--- src/inc/outcond_pkg.sv ---
// constants for the per-channel output conditioning block
// assumes a 12-bit converter input and a 16-bit word register port
package outcond_pkg;
  localparam int SAMPLE_W      = 12;
  localparam int CENTRE_W      = 9;
  localparam int OUTER_W       = 8;
  localparam int COEF_FRAC     = 7;
  localparam int ATTEN_W       = 10;
  localparam int ATTEN_SHIFT   = 12;
  localparam int LANES         = 16;
  localparam int FLASH_LEN     = 16;
  localparam int ADDR_W        = 8;
  localparam int DATA_W        = 16;
  localparam int ZONES         = 4;
  localparam int ZONE_W        = 2;
  localparam int BOOST_FRAC    = 4;
  // boost of 1.1 in unsigned 1.4 would be coarse, so use 1.10 form: 1126/1024
  localparam logic [10:0] BOOST_MULT = 11'h466;
  localparam int BOOST_SHIFT   = 10;

  // register offsets (word addresses)
  localparam logic [ADDR_W-1:0] REG_A_CENTRE = 8'h00;
  localparam logic [ADDR_W-1:0] REG_A_OUTER  = 8'h01;
  localparam logic [ADDR_W-1:0] REG_B_CENTRE = 8'h02;
  localparam logic [ADDR_W-1:0] REG_B_OUTER  = 8'h03;
  localparam logic [ADDR_W-1:0] REG_A_ATTEN  = 8'h04;
  localparam logic [ADDR_W-1:0] REG_B_ATTEN  = 8'h05;
  localparam logic [ADDR_W-1:0] REG_A_ZONE0  = 8'h08;
  localparam logic [ADDR_W-1:0] REG_B_ZONE0  = 8'h0c;
  localparam logic [ADDR_W-1:0] REG_CTRL     = 8'h10;
  localparam logic [ADDR_W-1:0] REG_UPSAMPLE = 8'h11;
  localparam logic [ADDR_W-1:0] REG_A_LANES  = 8'h12;
  localparam logic [ADDR_W-1:0] REG_B_LANES  = 8'h13;
  localparam logic [ADDR_W-1:0] REG_CONST    = 8'h14;
  localparam logic [ADDR_W-1:0] REG_STATUS   = 8'h15;

  // control register fields
  localparam int CTRL_MODE_LSB  = 0;
  localparam int CTRL_MODE_W    = 2;
  localparam int CTRL_FLASH2    = 2;
  localparam int CTRL_BEAM_EN   = 3;
  localparam int CTRL_BOOST     = 4;
  localparam int CTRL_PHASE_SAW = 5;
  localparam int CTRL_ZONE_LSB  = 6;

  // reset values, sample extremes and last count of the wide flash
  localparam logic [CENTRE_W-1:0] CENTRE_RST = 9'h080;
  localparam logic [OUTER_W-1:0]  OUTER_RST  = 8'h00;
  localparam logic [LANES-1:0]    LANES_RST  = 16'hffff;
  localparam logic [SAMPLE_W-1:0] SAMPLE_MAX = 12'h7ff;
  localparam logic [SAMPLE_W-1:0] SAMPLE_MIN = 12'h800;
  localparam logic [3:0]          FLASH_WIDE_LAST = 4'h1;

  typedef enum logic [1:0] {
    TM_NORMAL = 2'h0,
    TM_RAMP   = 2'h1,
    TM_FLASH  = 2'h2,
    TM_CONST  = 2'h3
  } test_mode_t;
endpackage : outcond_pkg

--- src/design/outcond_channel.sv ---
// one channel: attenuation, boost, 3-tap anti-sinc, saturation
// assumes signed two's complement samples arriving one per clock
`timescale 1ns/10ps
module outcond_channel
  import outcond_pkg::*;
(
  input  wire logic                       ref_clk_in,
  input  wire logic                       run_in,
  input  wire logic signed [SAMPLE_W-1:0] sample_in,
  input  wire logic        [ATTEN_W-1:0]  atten_in,
  input  wire logic                       boost_in,
  input  wire logic        [CENTRE_W-1:0] centre_in,
  input  wire logic        [OUTER_W-1:0]  outer_in,
  output logic signed      [SAMPLE_W-1:0] filt_out
);
  function automatic logic signed [SAMPLE_W-1:0] sat(input logic signed [31:0] v);
    if (v > $signed({20'h0, SAMPLE_MAX}))
      sat = SAMPLE_MAX;
    else if (v < -$signed({20'h0, SAMPLE_MAX}) - 32'sd1)
      sat = SAMPLE_MIN;
    else
      sat = v[SAMPLE_W-1:0];
  endfunction : sat

  logic signed [SAMPLE_W-1:0] gained_r;
  logic signed [SAMPLE_W-1:0] d1_r;
  logic signed [SAMPLE_W-1:0] d2_r;
  logic signed [31:0]         g_mul;
  logic signed [31:0]         g_boost;
  logic signed [31:0]         acc;

  always_comb begin
    // gain = 1 - atten*2^-12 : x*(4096-atten)>>12, never above unity
    // factors forced signed: an unsigned factor would turn negative samples into large positives
    g_mul   = (32'(sample_in) * $signed((32'sd1 <<< ATTEN_SHIFT) - 32'(atten_in))) >>> ATTEN_SHIFT;
    g_boost = boost_in ? ((g_mul * $signed(32'(BOOST_MULT))) >>> BOOST_SHIFT) : g_mul;
  end

  // signed coefficients: centre 2.7, outer 1.7
  always_comb begin
    acc = 32'($signed(outer_in)) * 32'(gained_r) + 32'($signed(centre_in)) * 32'(d1_r)
        + 32'($signed(outer_in)) * 32'(d2_r);
    acc = (acc + (32'sd1 <<< (COEF_FRAC - 1))) >>> COEF_FRAC;
  end

  // sync holds the pipeline in reset, so the taps restart from zero
  always_ff @(posedge ref_clk_in) begin
    if (!run_in) begin
      gained_r <= '0;
      d1_r     <= '0;
      d2_r     <= '0;
      filt_out <= '0;
    end else begin
      gained_r <= sat(g_boost);
      d1_r     <= gained_r;
      d2_r     <= d1_r;
      filt_out <= sat(acc);
    end
  end
endmodule : outcond_channel

--- src/design/outcond_top.sv ---
// output conditioning for two converter cores: gain, anti-sinc, lane power, test patterns
// assumes samples synchronous to ref_clk_in and a one-cycle-latency register port
`timescale 1ns/10ps
// How it works
// - each channel has a symmetric three-tap filter with two programmable coefficients.
// - output is outer*x[n] plus centre*x[n-1] plus outer*x[n-2].
// - centre uses coefficient one, outer coefficient two; each channel has its own.
// - centre coefficient is nine bits with seven fractional bits.
// - outer coefficient is eight bits with seven fractional bits.
// - samples pass a gain stage before the filter.
// - gain setting is a ten-bit value written by software.
// - without beam steering, gain is one minus channel attenuation times 2^-12.
// - with beam steering, attenuation comes from one of four zone registers.
// - boost bit multiplies the overall gain by 1.1.
// - lane mask bit n powers serial lane n of that core.
// - both cores share one upsampling ratio select register.
// - ramp mode outputs an incrementing 12-bit ramp cleared by sync.
// - optionally the oscillator phase is routed out as a sawtooth.
// - flash mode loops one maximum then fifteen minimum samples.
// - wide flash gives two maximum then fourteen minimum samples.
// - constant mode outputs a software-programmed value.
// - while sync is high the sample path is held in reset.
module outcond_top
  import outcond_pkg::*;
(
  input  wire logic                       ref_clk_in,
  input  wire logic                       sys_rst_in,
  input  wire logic                       sync_in,
  input  wire logic        [ADDR_W-1:0]   reg_addr_in,
  input  wire logic        [DATA_W-1:0]   reg_wdata_in,
  input  wire logic                       reg_wr_in,
  input  wire logic                       reg_rd_in,
  output logic             [DATA_W-1:0]   reg_rdata_out,
  input  wire logic signed [SAMPLE_W-1:0] chan_a_sample_in,
  input  wire logic signed [SAMPLE_W-1:0] chan_b_sample_in,
  input  wire logic        [SAMPLE_W-1:0] chan_a_phase_in,
  input  wire logic        [SAMPLE_W-1:0] chan_b_phase_in,
  output logic             [SAMPLE_W-1:0] chan_a_dac_out,
  output logic             [SAMPLE_W-1:0] chan_b_dac_out,
  output logic             [LANES-1:0]    chan_a_lane_power_mask_out,
  output logic             [LANES-1:0]    chan_b_lane_power_mask_out,
  output logic             [DATA_W-1:0]   upsample_ratio_select_out
);
  logic [CENTRE_W-1:0] chan_a_centre_tap_coeff_r;
  logic [CENTRE_W-1:0] chan_b_centre_tap_coeff_r;
  logic [OUTER_W-1:0]  chan_a_outer_tap_coeff_r;
  logic [OUTER_W-1:0]  chan_b_outer_tap_coeff_r;
  logic [ATTEN_W-1:0]  chan_a_attenuation_r;
  logic [ATTEN_W-1:0]  chan_b_attenuation_r;
  logic [ATTEN_W-1:0]  chan_a_zone_attenuation_r [ZONES];
  logic [ATTEN_W-1:0]  chan_b_zone_attenuation_r [ZONES];
  logic [DATA_W-1:0]   ctrl_r;
  logic [DATA_W-1:0]   upsample_ratio_select_r;
  logic [LANES-1:0]    chan_a_lane_power_mask_r;
  logic [LANES-1:0]    chan_b_lane_power_mask_r;
  logic [SAMPLE_W-1:0] const_r;
  logic [SAMPLE_W-1:0] ramp_r;
  logic [3:0]          flash_cnt_r;
  logic [DATA_W-1:0]   rdata_nxt;

  logic signed [SAMPLE_W-1:0] chan_a_filt;
  logic signed [SAMPLE_W-1:0] chan_b_filt;
  logic [ATTEN_W-1:0]  chan_a_gain_sel;
  logic [ATTEN_W-1:0]  chan_b_gain_sel;
  logic [ZONE_W-1:0]   zone;
  logic                run;
  logic                core_boost_bit;
  logic                beam_en;
  logic                flash_wide;
  logic                phase_saw;
  test_mode_t          mode;
  logic [SAMPLE_W-1:0] flash_val;

  function automatic logic hit(input logic [ADDR_W-1:0] a, input logic [ADDR_W-1:0] base);
    hit = (a == base);
  endfunction : hit

  assign run            = ~sync_in;
  assign mode           = test_mode_t'(ctrl_r[CTRL_MODE_LSB +: CTRL_MODE_W]);
  assign flash_wide     = ctrl_r[CTRL_FLASH2];
  assign beam_en        = ctrl_r[CTRL_BEAM_EN];
  assign core_boost_bit = ctrl_r[CTRL_BOOST];
  assign phase_saw      = ctrl_r[CTRL_PHASE_SAW];
  assign zone           = ctrl_r[CTRL_ZONE_LSB +: ZONE_W];

  // coefficient and attenuation storage
  always_ff @(posedge ref_clk_in) begin
    if (sys_rst_in) begin
      chan_a_centre_tap_coeff_r <= CENTRE_RST;
      chan_b_centre_tap_coeff_r <= CENTRE_RST;
      chan_a_outer_tap_coeff_r  <= OUTER_RST;
      chan_b_outer_tap_coeff_r  <= OUTER_RST;
      chan_a_attenuation_r      <= '0;
      chan_b_attenuation_r      <= '0;
    end else if (reg_wr_in) begin
      if (hit(reg_addr_in, REG_A_CENTRE)) chan_a_centre_tap_coeff_r <= reg_wdata_in[CENTRE_W-1:0];
      if (hit(reg_addr_in, REG_B_CENTRE)) chan_b_centre_tap_coeff_r <= reg_wdata_in[CENTRE_W-1:0];
      if (hit(reg_addr_in, REG_A_OUTER))  chan_a_outer_tap_coeff_r  <= reg_wdata_in[OUTER_W-1:0];
      if (hit(reg_addr_in, REG_B_OUTER))  chan_b_outer_tap_coeff_r  <= reg_wdata_in[OUTER_W-1:0];
      if (hit(reg_addr_in, REG_A_ATTEN))  chan_a_attenuation_r      <= reg_wdata_in[ATTEN_W-1:0];
      if (hit(reg_addr_in, REG_B_ATTEN))  chan_b_attenuation_r      <= reg_wdata_in[ATTEN_W-1:0];
    end
  end

  always_ff @(posedge ref_clk_in) begin
    for (int i = 0; i < ZONES; i++) begin
      if (sys_rst_in) begin
        chan_a_zone_attenuation_r[i] <= '0;
        chan_b_zone_attenuation_r[i] <= '0;
      end else if (reg_wr_in) begin
        if (hit(reg_addr_in, REG_A_ZONE0 + ADDR_W'(i)))
          chan_a_zone_attenuation_r[i] <= reg_wdata_in[ATTEN_W-1:0];
        if (hit(reg_addr_in, REG_B_ZONE0 + ADDR_W'(i)))
          chan_b_zone_attenuation_r[i] <= reg_wdata_in[ATTEN_W-1:0];
      end
    end
  end

  // control, lane power and constant value
  always_ff @(posedge ref_clk_in) begin
    if (sys_rst_in) begin
      ctrl_r                   <= '0;
      upsample_ratio_select_r  <= '0;
      chan_a_lane_power_mask_r <= LANES_RST;
      chan_b_lane_power_mask_r <= LANES_RST;
      const_r                  <= '0;
    end else if (reg_wr_in) begin
      if (hit(reg_addr_in, REG_CTRL))     ctrl_r                   <= reg_wdata_in;
      if (hit(reg_addr_in, REG_UPSAMPLE)) upsample_ratio_select_r  <= reg_wdata_in;
      if (hit(reg_addr_in, REG_A_LANES))  chan_a_lane_power_mask_r <= reg_wdata_in;
      if (hit(reg_addr_in, REG_B_LANES))  chan_b_lane_power_mask_r <= reg_wdata_in;
      if (hit(reg_addr_in, REG_CONST))    const_r                  <= reg_wdata_in[SAMPLE_W-1:0];
    end
  end

  // each lane mask bit drives its lane's power switch directly
  assign chan_a_lane_power_mask_out = chan_a_lane_power_mask_r;
  assign chan_b_lane_power_mask_out = chan_b_lane_power_mask_r;
  assign upsample_ratio_select_out  = upsample_ratio_select_r;

  // read port: data one cycle after the strobe, unmapped reads as zero
  always_comb begin
    rdata_nxt = '0;
    case (reg_addr_in)
      REG_A_CENTRE: rdata_nxt = DATA_W'(chan_a_centre_tap_coeff_r);
      REG_A_OUTER:  rdata_nxt = DATA_W'(chan_a_outer_tap_coeff_r);
      REG_B_CENTRE: rdata_nxt = DATA_W'(chan_b_centre_tap_coeff_r);
      REG_B_OUTER:  rdata_nxt = DATA_W'(chan_b_outer_tap_coeff_r);
      REG_A_ATTEN:  rdata_nxt = DATA_W'(chan_a_attenuation_r);
      REG_B_ATTEN:  rdata_nxt = DATA_W'(chan_b_attenuation_r);
      REG_CTRL:     rdata_nxt = ctrl_r;
      REG_UPSAMPLE: rdata_nxt = upsample_ratio_select_r;
      REG_A_LANES:  rdata_nxt = chan_a_lane_power_mask_r;
      REG_B_LANES:  rdata_nxt = chan_b_lane_power_mask_r;
      REG_CONST:    rdata_nxt = DATA_W'(const_r);
      REG_STATUS:   rdata_nxt = {flash_cnt_r, ramp_r};
      default: begin
        for (int i = 0; i < ZONES; i++) begin
          if (reg_addr_in == REG_A_ZONE0 + ADDR_W'(i)) rdata_nxt = DATA_W'(chan_a_zone_attenuation_r[i]);
          if (reg_addr_in == REG_B_ZONE0 + ADDR_W'(i)) rdata_nxt = DATA_W'(chan_b_zone_attenuation_r[i]);
        end
      end
    endcase
  end

  always_ff @(posedge ref_clk_in) begin
    if (sys_rst_in)
      reg_rdata_out <= '0;
    else if (reg_rd_in)
      reg_rdata_out <= rdata_nxt;
    else
      reg_rdata_out <= '0;
  end

  // zone registers replace the per-channel attenuation while beam steering is on
  assign chan_a_gain_sel = beam_en ? chan_a_zone_attenuation_r[zone] : chan_a_attenuation_r;
  assign chan_b_gain_sel = beam_en ? chan_b_zone_attenuation_r[zone] : chan_b_attenuation_r;

  // gain, boost and filter per channel; order is inside the channel pipeline
  outcond_channel u_chan_a (
    .ref_clk_in (ref_clk_in),
    .run_in     (run & ~sys_rst_in),
    .sample_in  (chan_a_sample_in),
    .atten_in   (chan_a_gain_sel),
    .boost_in   (core_boost_bit),
    .centre_in  (chan_a_centre_tap_coeff_r),
    .outer_in   (chan_a_outer_tap_coeff_r),
    .filt_out   (chan_a_filt)
  );

  outcond_channel u_chan_b (
    .ref_clk_in (ref_clk_in),
    .run_in     (run & ~sys_rst_in),
    .sample_in  (chan_b_sample_in),
    .atten_in   (chan_b_gain_sel),
    .boost_in   (core_boost_bit),
    .centre_in  (chan_b_centre_tap_coeff_r),
    .outer_in   (chan_b_outer_tap_coeff_r),
    .filt_out   (chan_b_filt)
  );

  // ramp restarts at zero whenever sync is seen
  always_ff @(posedge ref_clk_in) begin
    if (sys_rst_in || sync_in)
      ramp_r <= '0;
    else
      ramp_r <= ramp_r + SAMPLE_W'(1);
  end

  always_ff @(posedge ref_clk_in) begin
    if (sys_rst_in || sync_in)
      flash_cnt_r <= '0;
    else
      flash_cnt_r <= flash_cnt_r + 4'h1;
  end

  // offset-binary extremes are fed as signed max and min
  assign flash_val = (flash_cnt_r == '0 || (flash_wide && flash_cnt_r == FLASH_WIDE_LAST))
                   ? SAMPLE_MAX : SAMPLE_MIN;

  always_ff @(posedge ref_clk_in) begin
    if (sys_rst_in) begin
      chan_a_dac_out <= '0;
      chan_b_dac_out <= '0;
    end else begin
      case (mode)
        TM_NORMAL: begin
          chan_a_dac_out <= chan_a_filt;
          chan_b_dac_out <= chan_b_filt;
        end
        TM_RAMP: begin
          chan_a_dac_out <= phase_saw ? chan_a_phase_in : ramp_r;
          chan_b_dac_out <= phase_saw ? chan_b_phase_in : ramp_r;
        end
        TM_FLASH: begin
          chan_a_dac_out <= flash_val;
          chan_b_dac_out <= flash_val;
        end
        TM_CONST: begin
          chan_a_dac_out <= const_r;
          chan_b_dac_out <= const_r;
        end
        default: begin
          chan_a_dac_out <= chan_a_filt;
          chan_b_dac_out <= chan_b_filt;
        end
      endcase
    end
  end

  // the ramp_step_a and normal_out_a antecedents sample reset too, so the edge that releases it never starts a false attempt
  ramp_clear_a: assert property (@(posedge ref_clk_in) disable iff (sys_rst_in)
    sync_in |=> ramp_r == '0) else $error("ramp not cleared by sync");
  ramp_step_a: assert property (@(posedge ref_clk_in) disable iff (sys_rst_in)
    !sync_in && !sys_rst_in |=> ramp_r == $past(ramp_r) + SAMPLE_W'(1)) else $error("ramp did not step");
  flash_loop_a: assert property (@(posedge ref_clk_in) disable iff (sys_rst_in || sync_in)
    flash_cnt_r == 4'hf |=> flash_cnt_r == 4'h0) else $error("flash period not 16");
  flash_one_a: assert property (@(posedge ref_clk_in) disable iff (sys_rst_in)
    !flash_wide && flash_cnt_r == 4'h1 |-> flash_val == SAMPLE_MIN) else $error("flash too wide");
  flash_two_a: assert property (@(posedge ref_clk_in) disable iff (sys_rst_in)
    flash_wide && flash_cnt_r == 4'h1 |-> flash_val == SAMPLE_MAX) else $error("wide flash short");
  const_out_a: assert property (@(posedge ref_clk_in) disable iff (sys_rst_in)
    mode == TM_CONST |=> chan_a_dac_out == $past(const_r)) else $error("constant not output");
  gain_sel_a: assert property (@(posedge ref_clk_in) disable iff (sys_rst_in)
    !beam_en |-> chan_a_gain_sel == chan_a_attenuation_r) else $error("wrong attenuation source");
  zone_sel_a: assert property (@(posedge ref_clk_in) disable iff (sys_rst_in)
    beam_en |-> chan_b_gain_sel == chan_b_zone_attenuation_r[zone]) else $error("wrong zone source");
  lane_write_a: assert property (@(posedge ref_clk_in) disable iff (sys_rst_in)
    reg_wr_in && reg_addr_in == REG_A_LANES |=> chan_a_lane_power_mask_out == $past(reg_wdata_in))
    else $error("lane mask not applied");
  sync_hold_a: assert property (@(posedge ref_clk_in) disable iff (sys_rst_in)
    sync_in ##1 sync_in |-> chan_a_filt == '0) else $error("sample path not held");
  hold_b_a: assert property (@(posedge ref_clk_in) disable iff (sys_rst_in)
    sync_in ##1 sync_in |-> chan_b_filt == '0) else $error("channel b path not held");
  flash_sync_a: assert property (@(posedge ref_clk_in) disable iff (sys_rst_in)
    sync_in |=> flash_cnt_r == '0) else $error("flash count not held by sync");
  // each pattern source reaches the pins one cycle after it is sampled
  rst_mode_a: assert property (@(posedge ref_clk_in)
    sys_rst_in |=> mode == TM_NORMAL && chan_a_dac_out == '0) else $error("reset left a test pattern");
  normal_out_a: assert property (@(posedge ref_clk_in) disable iff (sys_rst_in)
    !sys_rst_in && mode == TM_NORMAL |=> chan_a_dac_out == $past(chan_a_filt)) else $error("filter not output");
  ramp_out_a: assert property (@(posedge ref_clk_in) disable iff (sys_rst_in)
    mode == TM_RAMP && !phase_saw |=> chan_a_dac_out == $past(ramp_r)) else $error("ramp not output");
  saw_out_a: assert property (@(posedge ref_clk_in) disable iff (sys_rst_in)
    mode == TM_RAMP && phase_saw |=> chan_b_dac_out == $past(chan_b_phase_in)) else $error("phase not output");
  flash_out_a: assert property (@(posedge ref_clk_in) disable iff (sys_rst_in)
    mode == TM_FLASH |=> chan_b_dac_out == $past(flash_val)) else $error("flash not output");
  const_b_a: assert property (@(posedge ref_clk_in) disable iff (sys_rst_in)
    mode == TM_CONST |=> chan_b_dac_out == $past(const_r)) else $error("constant not on channel b");
  lane_b_a: assert property (@(posedge ref_clk_in) disable iff (sys_rst_in)
    reg_wr_in && reg_addr_in == REG_B_LANES |=> chan_b_lane_power_mask_out == $past(reg_wdata_in))
    else $error("channel b lane mask not applied");
  atten_write_a: assert property (@(posedge ref_clk_in) disable iff (sys_rst_in)
    reg_wr_in && reg_addr_in == REG_A_ATTEN |=> chan_a_attenuation_r == $past(reg_wdata_in[ATTEN_W-1:0]))
    else $error("attenuation not stored");
  centre_write_a: assert property (@(posedge ref_clk_in) disable iff (sys_rst_in)
    reg_wr_in && reg_addr_in == REG_B_CENTRE |=> chan_b_centre_tap_coeff_r == $past(reg_wdata_in[CENTRE_W-1:0]))
    else $error("centre coefficient not stored");
  ratio_write_a: assert property (@(posedge ref_clk_in) disable iff (sys_rst_in)
    reg_wr_in && reg_addr_in == REG_UPSAMPLE |=> upsample_ratio_select_out == $past(reg_wdata_in))
    else $error("upsampling ratio not applied");
endmodule : outcond_top

--- config.mk ---
export PLATFORM = sky130hd
export DESIGN_NAME = outcond_top
export DESIGN_NICKNAME = d
export VERILOG_FILES = /design/src/inc/outcond_pkg.sv /design/src/design/outcond_channel.sv /design/src/design/outcond_top.sv
export SDC_FILE = /design/constraint.sdc
export NUM_CORES = 2
export LEC_CHECK = 0
export ABC_AREA = 1
export BUFFER_PORTS_ARGS = -buffer_cell sky130_fd_sc_hd__clkbuf_2
export CAP_MARGIN = 5
export CORE_MARGIN = 8
export CORE_UTILIZATION = 50
export DETAILED_ROUTE_END_ITERATION = 7
export GPL_ROUTABILITY_DRIVEN = 0
export PLACE_DENSITY = 0.63
export SYNTH_ARGS = -nofsm -noshare
export SYNTH_HDL_FRONTEND = slang
export SYNTH_SLANG_ARGS = --single-unit
--- constraint.sdc ---
create_clock -name ref_clk_in -period 14.5 [get_ports ref_clk_in]
set_input_delay 2.9 -clock ref_clk_in [delete_from_list [all_inputs] [get_ports ref_clk_in]]
set_output_delay 2.9 -clock ref_clk_in [all_outputs]
set_load 0.05 [all_outputs]
; Word level (Yosys, flattened, before mapping)
; Memories as Yosys holds them, arrays and structs flattened. A register that Yosys moved wholly into a read port is not among the register bits.
; Index checks and enable logic that the tools add are counted.
[word_totals]
ff_bits = 282
ramBits = 80
input_bits = 77
word_cells = 188
memories = 2
[classes]
n_addsub = 10
mul = 10
n_lt_le_gt_ge = 8
n_eq_ne = 23
n_mux = 72
bitwise = 13
n_reduce_logical = 22
[mem_list]
columns = name, words, word_bits, rd, rd_clocked_by_memory_dff, write_ports, line
row1 = chan_a_zone_attenuation_r, 4, 10, 5, 1, 4, outcond_top.sv:50  ; logic [ATTEN_W-1:0] chan_a_zone_attenuation_r [ZONES];
row2 = chan_b_zone_attenuation_r, 4, 10, 5, 1, 4, outcond_top.sv:51  ; logic [ATTEN_W-1:0] chan_b_zone_attenuation_r [ZONES];
[ops]
columns = cell, count
row1 = $pmux W16 S12, 1
row2 = $add A32 B32 Y32, 4
row3 = $mux W16, 7
row4 = $mux W10, 11
row5 = $pmux W12 S4, 2
row6 = $mux W12, 7
row7 = $mul A8 B12 Y20, 4
row8 = $add A32 B8 Y32 const B, 2
row9 = $eq A8 B4 Y1 const B, 8
row10 = $gt A32 B12 Y1 const B, 2
row11 = $lt A32 B12 Y1 const B, 2
row12 = $mux W32, 2
row13 = $mul A20 B11 Y31 const B, 2
row14 = $mul A12 B14 Y26, 2
row15 = $gt A25 B12 Y1 const B, 2
row16 = $lt A25 B12 Y1 const B, 2
row17 = $eq A8 B5 Y1 const B, 6
row18 = $mux W11, 4
row19 = $mul A9 B12 Y21, 2
row20 = $mux W1, 34
row21 = $sub A13 B10 Y14 const A, 2
row22 = $reduce_and A2 Y1, 11
row23 = $eq A8 B2 Y1 const B, 2
row24 = $eq A8 B3 Y1 const B, 2
row25 = 16 further kinds, 35

; Longest topological paths before layout
[depth]
depth_word = 10
ltp_mapped = 62

; Cells and area by module
; A second synthesis with hierarchy kept.
[hier_totals]
hier_cells = 7703
hier_area_um2 = 58248.4
[modules_own_cells]
columns = mod, n_inst, cells_per_inst, area_each_um2, seq_area_each_um2
row1 = outcond_channel (u_chan_b), 1, 3040, 22878.2, 960.9
row2 = outcond_channel (u_chan_a), 1, 3034, 22850.7, 960.9
row3 = outcond_top, 1, 1629, 12519.5, 6165.9

; Least setup slack after synthesis
; Ideal clock, no wire load.
[synth_timing]
path_type = input -> register
startpoint = input port chan_a_sample_in[8]
endpoint = register u_chan_a.gained_r[10]
arrival_ps = 10890
slack_ps = 3478
cell_stages = 40
path_cell_list = buf_2 > inv_1 > nor2_1 > fa_1 > inv_1 > fa_1 > inv_1 > fa_1 > fa_1 > inv_1 > fa_1 > inv_1 > ha_1 > nand2_1 > inv_1 > nand2_1 > nand2_1 > nand2_1 > [4 not listed] > ha_1 > fa_1 > fa_1 > inv_1 > fa_1 > inv_1 > ha_1 > nand2_1 > nor2_1 > nand4_1 > or2_0 > nand3_2 > nand2_1 > nand2_4 > nand3_2 > o21ai_2 > buf_6 > a21oi_1
[synth_between]
elab_chain_cells = 6
word_cells_on_any_way = 7
classes_between = mul (2) / order compare (2) / mux (3)
[synth_rtl]
columns = item, line
row1 = from (decl), outcond_top.sv:34  ; input wire logic signed [SAMPLE_W-1:0] chan_a_sample_in,
row2 = $mul A12 B14 Y26 *, outcond_channel.sv:35  ; g_mul = (32'(sample_in) * $signed((32'sd1 <<< ATTEN_SHIFT) - 32'(atten_in))) >>> ATTEN_SHIFT;
row3 = $mul A20 B11 Y31, outcond_channel.sv:36  ; g_boost = boost_in ? ((g_mul * $signed(32'(BOOST_MULT))) >>> BOOST_SHIFT) : g_mul;
row4 = $mux W32 *, outcond_channel.sv:36
row5 = $lt A32 B12 Y1, outcond_channel.sv:19  ; else if (v < -$signed({20'h0, SAMPLE_MAX}) - 32'sd1)
row6 = $mux W12, outcond_channel.sv:19
row7 = $mux W11 *, outcond_channel.sv:17  ; if (v > $signed({20'h0, SAMPLE_MAX}))
row8 = to (signal assigned), outcond_channel.sv:54  ; gained_r <= sat(g_boost);
row9 = to (decl), outcond_channel.sv:25  ; logic signed [SAMPLE_W-1:0] gained_r;
; Every way passes the cells marked *; elsewhere a longest branch is shown, timed or not.
; A chain may end at the register's enable or synchronous reset.

==> results.py <==
metrics = {
    "status": {
        "status": "completed",
    },
    "grt": {
        "grt_pass1_wl_mm": 271,
        "grt_max_degree": 91,
        "grt_use_total": 0.267,
        "antenna_found_initial": 15,
        "grt_pass1_vias": 49773,
        "overflow": 0,
    },
    "worst_setup_path": {
        "crit_top_cell": "nand2_1",
        "required_ns": 14.98,
        "setup.worst_path.start_class": "register",
        "critPathMaxFanout": 61,
        "arrival_ns": 12.76,
        "cpPeakStageDelay_ns": 0.75,
        "cp-end-kind": "register",
        "setup.worst_path.class": "register to register",
        "slowest_stage": "dfxtp_1",
    },
    "synth": {
        "synthArstFlopShare": 0,
        "yosysSeqAreaShare": 0.139,
        "netlist_instances": 7668,
        "synth_most_common_cell": "inv_1",
        "synth-seq-cells": 364,
        "synth_xor_area_frac": 0.0308,
        "synth-compound-area-share": 0.0953,
        "synth_warnings": 0,
        "synthAdderAreaFrac": 0.412,
        "synth_commonest_cells": "1892 x inv_1, 1592 x nand2_1, 824 x fa_1",
        "syn-cell-area_um2": 58100,
        "ys_types": 66,
        "synth.area.top_cells": "fa_1 28%, ha_1 13%, inv_1 12%, nand2_1 10%, dfxtp_1 9.8%",
        "synthMuxAreaShare": 0.000172,
        "synth_edf_count": 80,
        "synth_area_leader_cell": "fa_1",
        "syn_avg_cell_area_um2": 7.58,
        "yosys.area_share.simple": 0.178,
        "netlist.area_leader.share": 0.284,
        "synth_ff_type": "dfxtp_1",
        "synth_top_family_by_area": "adder cells",
    },
    "die": {
        "start_util": 0.502,
        "io_pins": 165,
        "core_um2": 116000,
        "fp.dieH_um": 357,
        "rows": 125,
        "die-area_um2": 127000,
        "die_x_um": 357,
    },
    "timing": {
        "drv_slew": 0,
        "timing.final.ws_setup_ns": 2.22,
        "rsz0062_at_grt": "no",
        "setup_tns_ns": 0,
        "finClkSkew_ns": 0.0634,
        "tightest_slew_ns": 1.24,
        "hold_viol": 0,
        "max_clock_freq_mhz": 81.5,
        "finalSetupViolCount": 0,
        "slew_headroom": 0.164,
        "finalCriticalPeriod_ns": 12.28,
        "min_period_over_period": 0.847,
    },
    "drt": {
        "drc": 0,
        "drt_wl_total_mm": 168,
        "drtPass1Iterations": 8,
        "postRouteAntennaNets": 0,
        "vias": 48745,
        "avgViaCountPerCell": 5.29,
        "routedWlPerCell_um": 18.2,
        "drtIter0Drc": 4265,
    },
    "power": {
        "ir_drop_uv": 719,
        "total_power_mw": 13.0,
        "leakage_nw": 33.6,
        "p_per_area_nw_per_um2": 211,
    },
    "clocking": {
        "clkLatencyLatePin_ns": 0.65,
        "numCtsBuffers": 45,
        "clockBufferDepth": 3,
        "htreeDepth": 2,
        "post_cts_buffers": 0,
        "clock_sinks": 364,
        "holdBufCountCts": 0,
        "cts-root-buf": "clkbuf_16",
        "cts_tree": "done",
        "ctsResizeCount": 0,
        "clk_pin_slew_worst_paths_ns": 0.06,
    },
    "cells_and_area": {
        "fin_cells": 9209,
        "fillCellCount": 11242,
        "syn2layout_area_growth_pct": 5.82,
        "final_nets": 9137,
        "drive_gt1_frac": 0.0572,
    },
    "run": {
        "cap_violations": 0,
    },
    "placement": {
        "dp_slack_ns": 2.35,
        "dp_hpwl_mm": 137,
        "dp.cells": 9119,
        "portBuffers": 164,
    },
    "worst_hold_path": {
        "min_path_type": "register to register",
    },
}
[sequential cells by signal, summed over array words and instances (netlist names), 16 cells and up, named ones only]
| name | flops |
|---|---|
| chan_a_lane_power_mask_out | 16 |
| chan_b_zone_attenuation_r | 40 |
| chan_b_lane_power_mask_out | 16 |
| upsample_ratio_select_out | 16 |
| reg_rdata_out | 16 |
| chan_a_zone_attenuation_r | 40 |
| ctrl_r | 16 |
[through the flow]
step | cell area, µm² | utilization | hold WS, ns
final | 61500 | 0.531 | 0.474
after global routing | 61500 | 0.531 | 0.493
after CTS | 61500 | 0.531 | 0.470
after detailed placement | 59900 | 0.518 | 0.461
after global placement | 59900 | 0.518 | 0.454
after floorplan | 58100 | - | 0.439
[kinds of logic (layout without fill, tap and decap cells)]
group / count (synthesis) / count (layout)
other cells: 1 / 9
flops: 364 / 364
compound gates: 970 / 970
fa+ha+maj: 1418 / 1418
buf+inv: 2194 / 2203
simple gates: 2516 / 2516
xor+xnor: 204 / 204
mux: 1 / 1
[final cells by class]
cell class / count / area [µm²] / area share
diodes: 7 / 17.5 / 0.000285
multi-input cells: 5111 / 41600 / 0.677
inverters: 1920 / 7210 / 0.117
repair buffers: 200 / 1090 / 0.0177
clock inverters: 19 / 277 / 0.00450
well taps: 1524 / 1910 / 0.0310
flip-flops and latches: 364 / 8090 / 0.132
clock buffers: 64 / 1260 / 0.0205
[cells in the final DEF (no fill, tap or decap), types with 89 or more instances in the layout]
cell type | Yosys | layout
fa_1 | 824 | 824
nand2_1 | 1592 | 1592
inv_1 | 1892 | 1890
a21oi_1 | 414 | 414
o21ai_0 | 304 | 304
nand3_1 | 178 | 178
clkbuf_2 | 1 | 164
dfxtp_1 | 284 | 284
ha_1 | 594 | 594
nor2_1 | 504 | 501
xnor2_1 | 89 | 89
xor2_1 | 115 | 115
[critical path: cells and delay by family, from the launching register on]
family / cells / cell delay (ns)
buf+inv: 10 / 1.44
flops: 1 / 0.75
fa+ha+maj: 12 / 5.38
compound gates: 8 / 1.78
xor+xnor: 1 / 0.49
simple gates: 17 / 2.18
[report_power, final]
part | total [mW] | switching (mW) | leakage [nW] | internal, mW
Combinational | 10.7 | 6.83 | 29.8 | 3.83
Sequential | 1.12 | 0.0533 | 3.06 | 1.07
Clock | 1.20 | 0.511 | 0.740 | 0.686
Total | 13.0 | 7.39 | 33.6 | 5.58
[layer usage]
layer	GRT usage	share of wire
met5	0	0.00024
met1	0.354	0.42
met3	0.0494	0.085
met4	0.113	0.049
met2	0.429	0.45
[path summary, 6_finish.rpt]
| kind | from | to | slack (ns) | depth (start not counted) |
|---|---|---|---|---|
| worst min register to register | upsample_ratio_select_out[2]$_SDFFE_PP0P_ | upsample_ratio_select_out[2]$_SDFFE_PP0P_ | 0.47 | 2 |
| worst min-delay path | upsample_ratio_select_out[2]$_SDFFE_PP0P_ | upsample_ratio_select_out[2]$_SDFFE_PP0P_ | 0.47 | 2 |
| worst max register to register | register | u_chan_a.gained_r[0]$_SDFF_PN0_ | 2.22 | 48 |
| worst max-delay path | register | u_chan_a.gained_r[0]$_SDFF_PN0_ | 2.22 | 48 |
Note: power is estimated with default switching activity, not from simulation.
